$ cat src/hw/hfr_pkg.sv
// shared constants of the reader front end host port
package hfr_pkg;
    localparam int ADDR_W = 3;
    localparam int DATA_W = 8;
    localparam int FIFO_DEPTH = 32;
    localparam int CNT_W = 6;

    // register map
    localparam logic [2:0] REG_IRQ = 3'h0;
    localparam logic [2:0] REG_MASK = 3'h1;
    localparam logic [2:0] REG_CFG = 3'h2;
    localparam logic [2:0] REG_FSTAT = 3'h3;
    localparam logic [2:0] REG_CONV = 3'h4;

    // interrupt bits; bits 7:2 are external event sources
    localparam int IRQ_WL_BIT = 0;
    localparam int IRQ_OVF_BIT = 1;
    localparam int EXT_EV_LSB = 2;
    localparam int EXT_EV_W = 6;

    // configuration bits
    localparam int CFG_TXWL_BIT = 0;
    localparam int CFG_RXWL_BIT = 1;
    localparam int CFG_TYPEA_BIT = 2;
    localparam int CFG_TGT_BIT = 3;
    localparam logic [7:0] CFG_RESET = 8'h04;
    localparam logic [7:0] MASK_RESET = 8'h00;

    // water levels, two settings each
    localparam logic [5:0] TX_WL_LO = 6'h08;
    localparam logic [5:0] TX_WL_HI = 6'h10;
    localparam logic [5:0] RX_WL_LO = 6'h10;
    localparam logic [5:0] RX_WL_HI = 6'h18;

    // serial mode bits and fifo codes
    localparam logic [1:0] MODE_FIFO = 2'b10;
    localparam logic [1:0] MODE_CMD = 2'b11;
    localparam logic [5:0] CODE_LOAD = 6'h00;
    localparam logic [5:0] CODE_READ = 6'h3f;

    // direct command codes
    localparam logic [5:0] CMD_SET_DEFAULT = 6'h01;
    localparam logic [5:0] CMD_CLEAR = 6'h02;
    localparam logic [5:0] CMD_TX_CRC = 6'h04;
    localparam logic [5:0] CMD_TX_NOCRC = 6'h05;
    localparam logic [5:0] CMD_TX_REQA = 6'h06;
    localparam logic [5:0] CMD_TX_WUPA = 6'h07;
    localparam logic [5:0] CMD_NFC_INIT = 6'h08;
    localparam logic [5:0] CMD_NFC_RESP = 6'h09;
    localparam logic [5:0] CMD_NFC_RESP0 = 6'h0a;
    localparam logic [5:0] CMD_RX_MASK = 6'h10;
    localparam logic [5:0] CMD_RX_UNMASK = 6'h11;
    localparam logic [5:0] CMD_AD_CONV = 6'h12;
    localparam logic [5:0] CMD_MEAS_RF = 6'h13;
    localparam logic [5:0] CMD_SQUELCH = 6'h14;
    localparam logic [5:0] CMD_CLR_SQUELCH = 6'h15;
    localparam logic [5:0] CMD_ADJ_REG = 6'h16;
    localparam logic [5:0] CMD_CAL_MOD = 6'h17;
    localparam logic [5:0] CMD_CAL_ANT = 6'h18;
    localparam logic [5:0] CMD_CHK_ANT = 6'h19;
    localparam logic [5:0] CMD_CLR_RSSI = 6'h1a;
    localparam logic [5:0] CMD_TRANSP = 6'h1c;

    typedef enum logic [1:0] {SP_HDR, SP_LOAD, SP_READ, SP_IDLE} hfr_spi_st_t;
endpackage : hfr_pkg

$ cat src/hw/hfr_host_port.sv
// serial host port, fifo, direct commands and interrupt register
//
// The plain strobed port and the register addresses are this design's own decisions.
`timescale 1ns/1ps
`default_nettype none
module hfr_host_port
    import hfr_pkg::*;
(
    input wire logic MCLK,
    input wire logic RESETN,
    input wire logic [hfr_pkg::ADDR_W-1:0] BUS_ADDR,
    input wire logic [hfr_pkg::DATA_W-1:0] BUS_WDATA,
    input wire logic BUS_WR,
    input wire logic BUS_RD,
    output logic [hfr_pkg::DATA_W-1:0] BUS_RDATA,
    input wire logic SERIAL_SELECT_LINE,
    input wire logic SERIAL_CLK,
    input wire logic SERIAL_IN_LINE,
    output logic SERIAL_OUT_LINE,
    output logic SERIAL_OUT_OE,
    output logic IRQ_OUTPUT_PIN,
    input wire logic OSC_CLK,
    input wire logic [hfr_pkg::EXT_EV_W-1:0] EVENT_IN,
    output logic [7:0] TX_DATA,
    output logic TX_VALID,
    input wire logic TX_READY,
    input wire logic [7:0] RX_DATA,
    input wire logic RX_VALID,
    input wire logic [7:0] CONV_RESULT,
    input wire logic CONV_VALID,
    output logic [5:0] CMD_CODE,
    output logic CMD_STROBE,
    output logic TX_CRC_EN,
    output logic RX_MASKED
);
    import hfr_pkg::*;

    // ------------------------------------------------------------
    // pin synchronisers
    // ------------------------------------------------------------
    logic sel_m, sel_s;
    logic sclk_m, sclk_s, sclk_d;
    logic sdi_m, sdi_s;
    logic osc_m, osc_s, osc_d;
    logic sclk_rise, sclk_fall, osc_rise;

    always_ff @(posedge MCLK or negedge RESETN) begin
        if (!RESETN) begin
            {sel_m, sel_s, sdi_m, sdi_s} <= 4'h0;
            {sclk_m, sclk_s, sclk_d, osc_m, osc_s, osc_d} <= 6'h00;
        end else begin
            {sel_s, sel_m} <= {sel_m, SERIAL_SELECT_LINE};
            {sclk_d, sclk_s, sclk_m} <= {sclk_s, sclk_m, SERIAL_CLK};
            {sdi_s, sdi_m} <= {sdi_m, SERIAL_IN_LINE};
            {osc_d, osc_s, osc_m} <= {osc_s, osc_m, OSC_CLK};
        end
    end

    assign sclk_rise = sclk_s && !sclk_d;
    assign sclk_fall = !sclk_s && sclk_d;
    assign osc_rise = osc_s && !osc_d;

    // ------------------------------------------------------------
    // command decode helpers
    // ------------------------------------------------------------
    function automatic logic cmd_known(input logic [5:0] c);
        case (c)
            CMD_SET_DEFAULT, CMD_CLEAR, CMD_TX_CRC, CMD_TX_NOCRC,
            CMD_TX_REQA, CMD_TX_WUPA, CMD_NFC_INIT, CMD_NFC_RESP,
            CMD_NFC_RESP0, CMD_RX_MASK, CMD_RX_UNMASK, CMD_AD_CONV,
            CMD_MEAS_RF, CMD_SQUELCH, CMD_CLR_SQUELCH, CMD_ADJ_REG,
            CMD_CAL_MOD, CMD_CAL_ANT, CMD_CHK_ANT, CMD_CLR_RSSI,
            CMD_TRANSP: cmd_known = 1'b1;
            default: cmd_known = 1'b0;
        endcase
    endfunction : cmd_known

    function automatic logic cmd_is_tx(input logic [5:0] c);
        cmd_is_tx = (c == CMD_TX_CRC) || (c == CMD_TX_NOCRC) ||
            (c == CMD_TX_REQA) || (c == CMD_TX_WUPA) ||
            (c == CMD_NFC_INIT) || (c == CMD_NFC_RESP) || (c == CMD_NFC_RESP0);
    endfunction : cmd_is_tx

    // ------------------------------------------------------------
    // serial shifter
    // ------------------------------------------------------------
    hfr_spi_st_t st_ff, nxt_st;
    logic [2:0] bit_ff;
    logic [6:0] sh_ff;
    logic [7:0] nb;
    logic byte_done;
    logic load_wr, spi_pop, cmd_go;
    logic [5:0] cmd_code;
    logic cmd_ok;
    logic [7:0] cfg_ff;
    logic [7:0] head;
    logic [7:0] fifo_head;
    logic fifo_empty, fifo_full;
    logic [CNT_W-1:0] fifo_cnt;
    logic sdo_ff;

    assign nb = {sh_ff, sdi_s};
    assign byte_done = sel_s && sclk_fall && (bit_ff == 3'h7);
    assign cmd_code = nb[5:0];

    // header byte fixes the mode for the rest of the frame
    always_comb begin
        nxt_st = st_ff;
        if (st_ff == SP_HDR && byte_done) begin
            case (nb[7:6])
                MODE_FIFO: begin
                    if (nb[5:0] == CODE_LOAD) begin
                        nxt_st = SP_LOAD;
                    end else if (nb[5:0] == CODE_READ) begin
                        nxt_st = SP_READ;
                    end else begin
                        nxt_st = SP_IDLE;
                    end
                end
                default: nxt_st = SP_IDLE;
            endcase
        end
    end

    always_ff @(posedge MCLK or negedge RESETN) begin
        if (!RESETN) begin
            st_ff <= SP_HDR;
            bit_ff <= 3'h0;
            sh_ff <= 7'h00;
        end else if (!sel_s) begin
            // low select holds the shifter in reset; a part byte is dropped
            st_ff <= SP_HDR;
            bit_ff <= 3'h0;
            sh_ff <= 7'h00;
        end else begin
            st_ff <= nxt_st;
            if (sclk_fall) begin
                sh_ff <= nb[6:0];
                bit_ff <= bit_ff + 3'h1;
            end
        end
    end

    // whole load bytes only reach the fifo
    assign load_wr = byte_done && (st_ff == SP_LOAD);
    // a read byte is consumed only once all eight bits went out
    assign spi_pop = byte_done && (st_ff == SP_READ);
    assign cmd_go = byte_done && (st_ff == SP_HDR) && (nb[7:6] == MODE_CMD);
    // type A only frames are refused outside type A mode
    assign cmd_ok = cmd_go && cmd_known(cmd_code) &&
        (cfg_ff[CFG_TYPEA_BIT] ||
         !((cmd_code == CMD_TX_REQA) || (cmd_code == CMD_TX_WUPA)));

    assign head = fifo_empty ? 8'h00 : fifo_head;

    // output bit changes on rising serial edges, msb first
    always_ff @(posedge MCLK or negedge RESETN) begin
        if (!RESETN) begin
            sdo_ff <= 1'b0;
        end else if (!sel_s) begin
            sdo_ff <= 1'b0;
        end else if (sclk_rise && st_ff == SP_READ) begin
            sdo_ff <= head[3'h7 - bit_ff];
        end
    end

    assign SERIAL_OUT_LINE = sdo_ff;
    assign SERIAL_OUT_OE = sel_s && (st_ff == SP_READ);

    // ------------------------------------------------------------
    // direct commands
    // ------------------------------------------------------------
    logic set_default, clear_cmd;
    logic tx_active_ff;
    logic rx_mask_ff;
    logic crc_ff;
    logic [5:0] code_ff;
    logic strobe_ff;

    assign set_default = cmd_ok && (cmd_code == CMD_SET_DEFAULT);
    assign clear_cmd = cmd_ok && (cmd_code == CMD_CLEAR);

    always_ff @(posedge MCLK or negedge RESETN) begin
        if (!RESETN) begin
            code_ff <= 6'h00;
            strobe_ff <= 1'b0;
        end else begin
            strobe_ff <= cmd_ok;
            if (cmd_ok) begin
                code_ff <= cmd_code;
            end
        end
    end

    always_ff @(posedge MCLK or negedge RESETN) begin
        if (!RESETN) begin
            tx_active_ff <= 1'b0;
            crc_ff <= 1'b0;
        end else if (set_default || clear_cmd) begin
            tx_active_ff <= 1'b0;
            crc_ff <= 1'b0;
        end else if (cmd_ok && cmd_is_tx(cmd_code)) begin
            tx_active_ff <= 1'b1;
            crc_ff <= (cmd_code != CMD_TX_NOCRC);
        end else if (tx_active_ff && fifo_empty) begin
            tx_active_ff <= 1'b0;
        end
    end

    always_ff @(posedge MCLK or negedge RESETN) begin
        if (!RESETN) begin
            rx_mask_ff <= 1'b0;
        end else if (set_default) begin
            rx_mask_ff <= 1'b0;
        end else if (cmd_ok && cmd_code == CMD_RX_MASK) begin
            rx_mask_ff <= 1'b1;
        end else if (cmd_ok && cmd_code == CMD_RX_UNMASK) begin
            rx_mask_ff <= 1'b0;
        end
    end

    assign CMD_CODE = code_ff;
    assign CMD_STROBE = strobe_ff;
    assign TX_CRC_EN = crc_ff;
    assign RX_MASKED = rx_mask_ff;

    // ------------------------------------------------------------
    // fifo
    // ------------------------------------------------------------
    logic rx_wr, tx_pop, f_wr, f_rd;
    logic [7:0] f_wdata;

    assign rx_wr = RX_VALID && !tx_active_ff && !rx_mask_ff;
    assign tx_pop = TX_VALID && TX_READY;
    assign f_wr = load_wr || rx_wr;
    assign f_wdata = load_wr ? nb : RX_DATA;
    assign f_rd = spi_pop || tx_pop;

    hfr_fifo #(
        .WIDTH(8),
        .DEPTH(FIFO_DEPTH),
        .CW(CNT_W)
    ) u_fifo (
        .clk(MCLK),
        .rst_n(RESETN),
        .flush(set_default || clear_cmd),
        .wr_en(f_wr),
        .wr_data(f_wdata),
        .rd_en(f_rd),
        .rd_data(fifo_head),
        .count(fifo_cnt),
        .full(fifo_full),
        .empty(fifo_empty)
    );

    // framing logic drains the fifo while a transmit runs
    assign TX_DATA = fifo_head;
    assign TX_VALID = tx_active_ff && !fifo_empty;

    // ------------------------------------------------------------
    // water level and overflow
    // ------------------------------------------------------------
    logic [5:0] tx_wl, rx_wl;
    logic tx_low_ff, rx_high_ff, ovf_ff;
    logic tx_low, rx_high, wl_ev, ovf_ev;

    assign tx_wl = cfg_ff[CFG_TXWL_BIT] ? TX_WL_HI : TX_WL_LO;
    assign rx_wl = cfg_ff[CFG_RXWL_BIT] ? RX_WL_HI : RX_WL_LO;
    assign tx_low = fifo_cnt < tx_wl;
    assign rx_high = fifo_cnt > rx_wl;
    assign wl_ev = tx_active_ff ? (tx_low && !tx_low_ff)
                                : (rx_high && !rx_high_ff);
    assign ovf_ev = rx_wr && fifo_full;

    always_ff @(posedge MCLK or negedge RESETN) begin
        if (!RESETN) begin
            tx_low_ff <= 1'b1;
            rx_high_ff <= 1'b0;
        end else begin
            tx_low_ff <= tx_low;
            rx_high_ff <= rx_high;
        end
    end

    always_ff @(posedge MCLK or negedge RESETN) begin
        if (!RESETN) begin
            ovf_ff <= 1'b0;
        end else if (ovf_ev) begin
            ovf_ff <= 1'b1;
        end else if (set_default || clear_cmd) begin
            ovf_ff <= 1'b0;
        end
    end

    // ------------------------------------------------------------
    // registers and interrupt
    // ------------------------------------------------------------
    logic [7:0] irq_ff, mask_ff, conv_ff, rdata_ff, irq_set;
    logic clr_pend_ff, clr_now;

    assign irq_set = {EVENT_IN, ovf_ev, wl_ev};
    // oscillator edges time the clear, except initial target mode
    assign clr_now = clr_pend_ff && (cfg_ff[CFG_TGT_BIT] ? sclk_rise : osc_rise);

    always_ff @(posedge MCLK or negedge RESETN) begin
        if (!RESETN) begin
            clr_pend_ff <= 1'b0;
        end else if (BUS_RD && BUS_ADDR == REG_IRQ) begin
            clr_pend_ff <= 1'b1;
        end else if (clr_now || set_default || clear_cmd) begin
            clr_pend_ff <= 1'b0;
        end
    end

    // new events are kept even in the cycle the clear lands
    always_ff @(posedge MCLK or negedge RESETN) begin
        if (!RESETN) begin
            irq_ff <= 8'h00;
        end else if (clr_now || set_default || clear_cmd) begin
            irq_ff <= irq_set;
        end else begin
            irq_ff <= irq_ff | irq_set;
        end
    end

    always_ff @(posedge MCLK or negedge RESETN) begin
        if (!RESETN) begin
            mask_ff <= MASK_RESET;
            cfg_ff <= CFG_RESET;
        end else if (set_default) begin
            mask_ff <= MASK_RESET;
            cfg_ff <= CFG_RESET;
        end else if (BUS_WR) begin
            if (BUS_ADDR == REG_MASK) begin
                mask_ff <= BUS_WDATA;
            end
            if (BUS_ADDR == REG_CFG) begin
                cfg_ff <= BUS_WDATA;
            end
        end
    end

    always_ff @(posedge MCLK or negedge RESETN) begin
        if (!RESETN) begin
            conv_ff <= 8'h00;
        end else if (set_default) begin
            conv_ff <= 8'h00;
        end else if (CONV_VALID) begin
            conv_ff <= CONV_RESULT;
        end
    end

    always_ff @(posedge MCLK or negedge RESETN) begin
        if (!RESETN) begin
            rdata_ff <= 8'h00;
        end else if (BUS_RD) begin
            case (BUS_ADDR)
                REG_IRQ: rdata_ff <= irq_ff;
                REG_MASK: rdata_ff <= mask_ff;
                REG_CFG: rdata_ff <= cfg_ff;
                REG_FSTAT: rdata_ff <= {1'b0, ovf_ff, fifo_cnt};
                REG_CONV: rdata_ff <= conv_ff;
                default: rdata_ff <= 8'h00;
            endcase
        end else begin
            rdata_ff <= 8'h00;
        end
    end

    assign BUS_RDATA = rdata_ff;
    assign IRQ_OUTPUT_PIN = |(irq_ff & ~mask_ff);
endmodule : hfr_host_port
`default_nettype wire

$ cat src/hw/hfr_fifo.sv
// byte fifo shared by transmit and receive paths
`timescale 1ns/1ps
`default_nettype none
module hfr_fifo #(
    parameter int WIDTH = 8,
    parameter int DEPTH = 32,
    parameter int CW = 6
) (
    input wire logic clk,
    input wire logic rst_n,
    input wire logic flush,
    input wire logic wr_en,
    input wire logic [WIDTH-1:0] wr_data,
    input wire logic rd_en,
    output logic [WIDTH-1:0] rd_data,
    output logic [CW-1:0] count,
    output logic full,
    output logic empty
);
    localparam int AW = $clog2(DEPTH);

    logic [WIDTH-1:0] mem [DEPTH];
    logic [AW-1:0] wp_ff;
    logic [AW-1:0] rp_ff;
    logic [CW-1:0] cnt_ff;
    logic do_wr;
    logic do_rd;

    assign full = (cnt_ff == CW'(DEPTH));
    assign empty = (cnt_ff == '0);
    // a write into a full fifo is dropped, a read of an empty one too
    assign do_wr = wr_en && !full;
    assign do_rd = rd_en && !empty;
    assign rd_data = mem[rp_ff];
    assign count = cnt_ff;

    always_ff @(posedge clk) begin
        if (do_wr) begin
            mem[wp_ff] <= wr_data;
        end
    end

    always_ff @(posedge clk or negedge rst_n) begin
        if (!rst_n) begin
            wp_ff <= '0;
            rp_ff <= '0;
            cnt_ff <= '0;
        end else if (flush) begin
            wp_ff <= '0;
            rp_ff <= '0;
            cnt_ff <= '0;
        end else begin
            if (do_wr) begin
                wp_ff <= (wp_ff == AW'(DEPTH - 1)) ? '0 : wp_ff + 1'b1;
            end
            if (do_rd) begin
                rp_ff <= (rp_ff == AW'(DEPTH - 1)) ? '0 : rp_ff + 1'b1;
            end
            cnt_ff <= cnt_ff + CW'(do_wr) - CW'(do_rd);
        end
    end
endmodule : hfr_fifo
`default_nettype wire

$ cat config.mk
export PLATFORM = sky130hd
export DESIGN_NAME = hfr_host_port
export DESIGN_NICKNAME = d
export VERILOG_FILES = /design/src/hw/hfr_pkg.sv /design/src/hw/hfr_host_port.sv /design/src/hw/hfr_fifo.sv
export SDC_FILE = /design/constraint.sdc
export NUM_CORES = 1
export LEC_CHECK = 0
export BUFFER_PORTS_ARGS = -buffer_cell sky130_fd_sc_hd__buf_4
export CORE_MARGIN = 8
export CORE_UTILIZATION = 50
export CTS_BUF_LIST = sky130_fd_sc_hd__clkbuf_2
export DETAILED_ROUTE_END_ITERATION = 6
export GPL_TIMING_DRIVEN = 0
export PLACE_DENSITY_LB_ADDON = 0.1
export SYNTH_ARGS = -nofsm -noshare
export SYNTH_HDL_FRONTEND = slang
export SYNTH_SLANG_ARGS = --single-unit
export TNS_END_PERCENT = 100
$ cat constraint.sdc
create_clock -name MCLK -period 9.01 [get_ports MCLK]
set_input_delay 0 -clock MCLK [delete_from_list [all_inputs] [get_ports MCLK]]
set_output_delay 0 -clock MCLK [all_outputs]
set_load 0.03 [all_outputs]
==> results.py <==
metrics = {
    "cells_and_area": {
        "syn_to_final_growth_pct": 18.4,
        "final_util_pct": 59.8,
        "final_cell_area_um2": 17700,
        "layout-drive-gt1-share_pct": 23.4,
        "multi_input_comb_area_um2": 4490,
        "fill_cells": 2340,
        "seqCellArea_um2": 10000,
        "nets": 1304,
    },
    "floorplan": {
        "fp.dieW_um": 189,
        "rows": 63,
        "die_area_um2": 35700,
        "die_y_um": 189,
        "start_util_pct": 50.5,
        "io_pins": 73,
        "coreArea_um2": 29600,
    },
    "logic_synthesis": {
        "synthSimpleGateAreaFrac_pct": 7.49,
        "yosysUniqueCellTypes": 65,
        "synth_top_family_by_area": "multiplexers",
        "synth-adder-area-share_pct": 2.40,
        "yosysWarnings": 0,
        "synth_xor_area_share_pct": 0.293,
        "synth-seq-cells": 349,
        "ys_seq_area_share_pct": 67.1,
        "ys_async_sr_fraction_pct": 26.6,
        "synthMuxAreaShare_pct": 13.2,
        "synth_ff_type": "edfxtp_1",
        "post_synth.cell_area_avg_um2": 15.2,
        "synth_area_um2": 14900,
        "synth_cells": 982,
        "synth-compound-area-share_pct": 6.66,
        "synth_edf_count": 256,
        "syn-num-nets": 1054,
    },
    "run_status": {
        "status": "completed",
    },
    "drt": {
        "ant_nets": 0,
        "top_layer": "met5",
        "drt_first_iter_violations": 869,
        "drt-total-wl_um": 38300,
        "route.met3.wl_um": 2930,
        "dr_wl_met2_um": 17800,
        "vias_per_cell": 5.62,
        "firstDrtPassIters": 7,
        "m1WireLength_um": 16700,
        "num_vias": 9500,
        "avgRoutedWirePerCell_um": 22.6,
        "drcViolationCount": 0,
    },
    "grt": {
        "grt_start_max_net_pins": 92,
        "grt_pass1_wl_um": 58700,
        "antenna_found_initial": 3,
        "first_global_vias": 9779,
        "grt.total_usage_pct": 21.7,
        "overflow": 0,
    },
    "clocking": {
        "clkTransAtPathRegs_ns": 0.12,
        "root_buffer": "clkbuf_2",
        "clock_sinks": 349,
        "h-tree-depth": 3,
        "cts_tree": "built",
        "ctsLongestPathBuffers": 3,
        "numCtsBuffers": 87,
        "clk_latency_ns": 0.88,
    },
    "worst_hold_path": {
        "hp-class": "input pin to flop",
    },
    "setup_path": {
        "crit_fanout": 10,
        "worstPathRequired_ns": 9.01,
        "cp_common_cell": "buf_4",
        "worstSetupPathType": "flop to output pin",
        "arrival_ns": 3.70,
        "cp-start-kind": "flop",
        "critPathTopFamily": "buffers and inverters",
        "slowest_delay_ns": 0.42,
        "cp-end-kind": "output pin",
        "worst_path_max_delay_cell": "dfrtp_1",
        "crit_buf_inv": 3,
        "cp_cell_sequence": "buf_4 > buf_2 > nand2_1 > o221ai_1 > o22ai_1 > nor2_1 > mux2_2 > buf_4",
    },
    "power_and_ir_drop": {
        "power_density_nw_per_um2": 199,
        "leakage_nw": 6.69,
        "irDropWorstVdd_uv": 99.7,
    },
    "placed_design": {
        "portBuffers": 71,
        "dp_hpwl_um": 24500,
        "gp_congestion": 0.873,
        "placed_area_um2": 16000,
    },
    "timing": {
        "hold_viol": 0,
        "hold-worst-slack_ns": 0.0816,
        "relSlewSlack_pct": 22.1,
        "fin_skew_ns": 0.0946,
        "fin_crit_ns": 3.70,
        "drv_slew": 0,
        "setup_viol": 0,
        "fmax_mhz": 271,
        "setup_tns_ns": 0,
        "tightest_slew_ns": 1.16,
        "rsz0062_at_grt": "false",
        "finalCritPeriodShare_pct": 41.0,
    },
    "flow_run": {
        "drv_cap": 0,
    },
}
## cells by family (layout without fill, tap and decap cells)
kind of cell    Yosys count  after routing
buf+inv                  84            401
flops                   349            349
mux                     143            143
simple gates            229            229
xor+xnor                  5              5
fa+ha+maj                28             28
compound gates          144            144
other cells               0              2
## worst paths after layout
| kind | from | endpoint | slack (ns) | depth (start not counted) |
|---|---|---|---|---|
| min in group asynchronous | RESETN | tx_low_ff | 0.24 | 3 |
| max reg2reg | bit_ff[1] | u_fifo.mem[14][1] | 5.43 | 10 |
| max | u_fifo.rp_ff[1] | TX_DATA[2] | 5.31 | 8 |
| min | RX_VALID | ovf_ff | 0.08 | 4 |
| min reg2reg | sclk_m | sclk_s | 0.34 | 0 |
| max in group asynchronous | RESETN | bit_ff[0] | 8.28 | 4 |
## report_power, final
group          internal (mW)  switching (mW)  leakage [nW]
registers               1.85          0.0719          3.46
clock network          0.444           0.634         0.626
logic                  0.215           0.298          2.60
total                   2.51            1.00          6.69
## placed cells by master, fill, tap and decap left out, types with 4 or more instances in the layout
master,count
a21boi_0,9
a21o_1,7
a21oi_1,37
a222oi_1,4
a22o_1,9
a22oi_1,19
a31oi_1,5
and2_1,13
and3_1,6
buf_1,6
buf_2,10
buf_4,73
buf_6,7
clkbuf_1,23
clkbuf_2,131
clkinv_1,17
dfrtp_1,91
dlygate4sd3_1,89
edfxtp_1,256
ha_1,27
inv_1,29
inv_2,6
mux2_1,12
mux2_2,22
mux2i_1,69
mux4_2,40
nand2_1,44
nand3_1,17
nand3b_1,4
nand4_1,4
nor2_1,90
nor2b_1,17
nor3_1,7
nor3b_1,4
nor4b_1,4
o21ai_0,8
o221ai_1,9
o22ai_1,18
## state kept, by name, summed over array words and instances (netlist names), 3 cells and up
signal	cells
bit_ff	3
u_fifo.mem	256
CMD_CODE	6
conv_ff	8
mask_ff	8
cfg_ff	8
u_fifo.rp_ff	5
BUS_RDATA	8
u_fifo.wp_ff	5
sh_ff	7
irq_ff	8
u_fifo.count	6
## cells in the mapped netlist (all sizes together) (10+ instances only)
master	count	share of area (%)
and2	13	0.54
nand3	17	0.57
buf	28	1.4
o221ai	10	0.63
a21oi	37	1.2
a22oi	19	0.96
nand2	44	1.1
mux2i	69	4.6
nor2	90	2.3
clkbuf	23	0.58
mux4	40	6.0
nor2b	17	0.71
o22ai	18	0.75
dfrtp	91	15
ha	27	2.3
o21ai	10	0.34
inv	32	0.80
mux2	34	2.6
edfxtp	256	51
## cell type report
class,instances,area share [%]
clock buffer,131,3.71
buffer,51,1.71
multi-input combinational,549,25.4
timing repair buffer,161,8.21
inverter,33,0.700
tap,390,2.76
antenna,2,0.0283
clock inverter,25,0.877
sequential,349,56.6
## metal layers
layer,vias to the layer above,global-route usage (%)
li1,4314,-
met1,4740,29.4
met2,375,33.8
met3,67,5.97
met4,4,6.79
met5,-,0
## through the flow
stage | worst slack [ns] | power, mW | std cells
2_1_floorplan | 6.05 | 2.26 | 982
3_3_place_gp | 5.59 | 2.42 | 1443
3_5_place_dp | 5.50 | 2.42 | 1443
4_1_cts | 5.31 | 3.54 | 1689
5_1_grt | 5.13 | 3.70 | 1691
6_report | 5.31 | 3.51 | 1691
## worst min-delay path: cells and delay by family
family / cells / cell delay [ns]
buf+inv: 2 / 0.67
simple gates: 1 / 0.19
compound gates: 1 / 0.06
## repair_timing
| action | in CTS | in global routing |
|---|---|---|
| hold buffers | 90 | 0 |
| buffers inserted | 0 | 0 |
| hold endpoints to repair | 306 | 0 |
| gates resized for setup | 0 | 0 |
| endpoints found under the setup margin | 0 | 0 |
(Power assumes the default switching activity.)
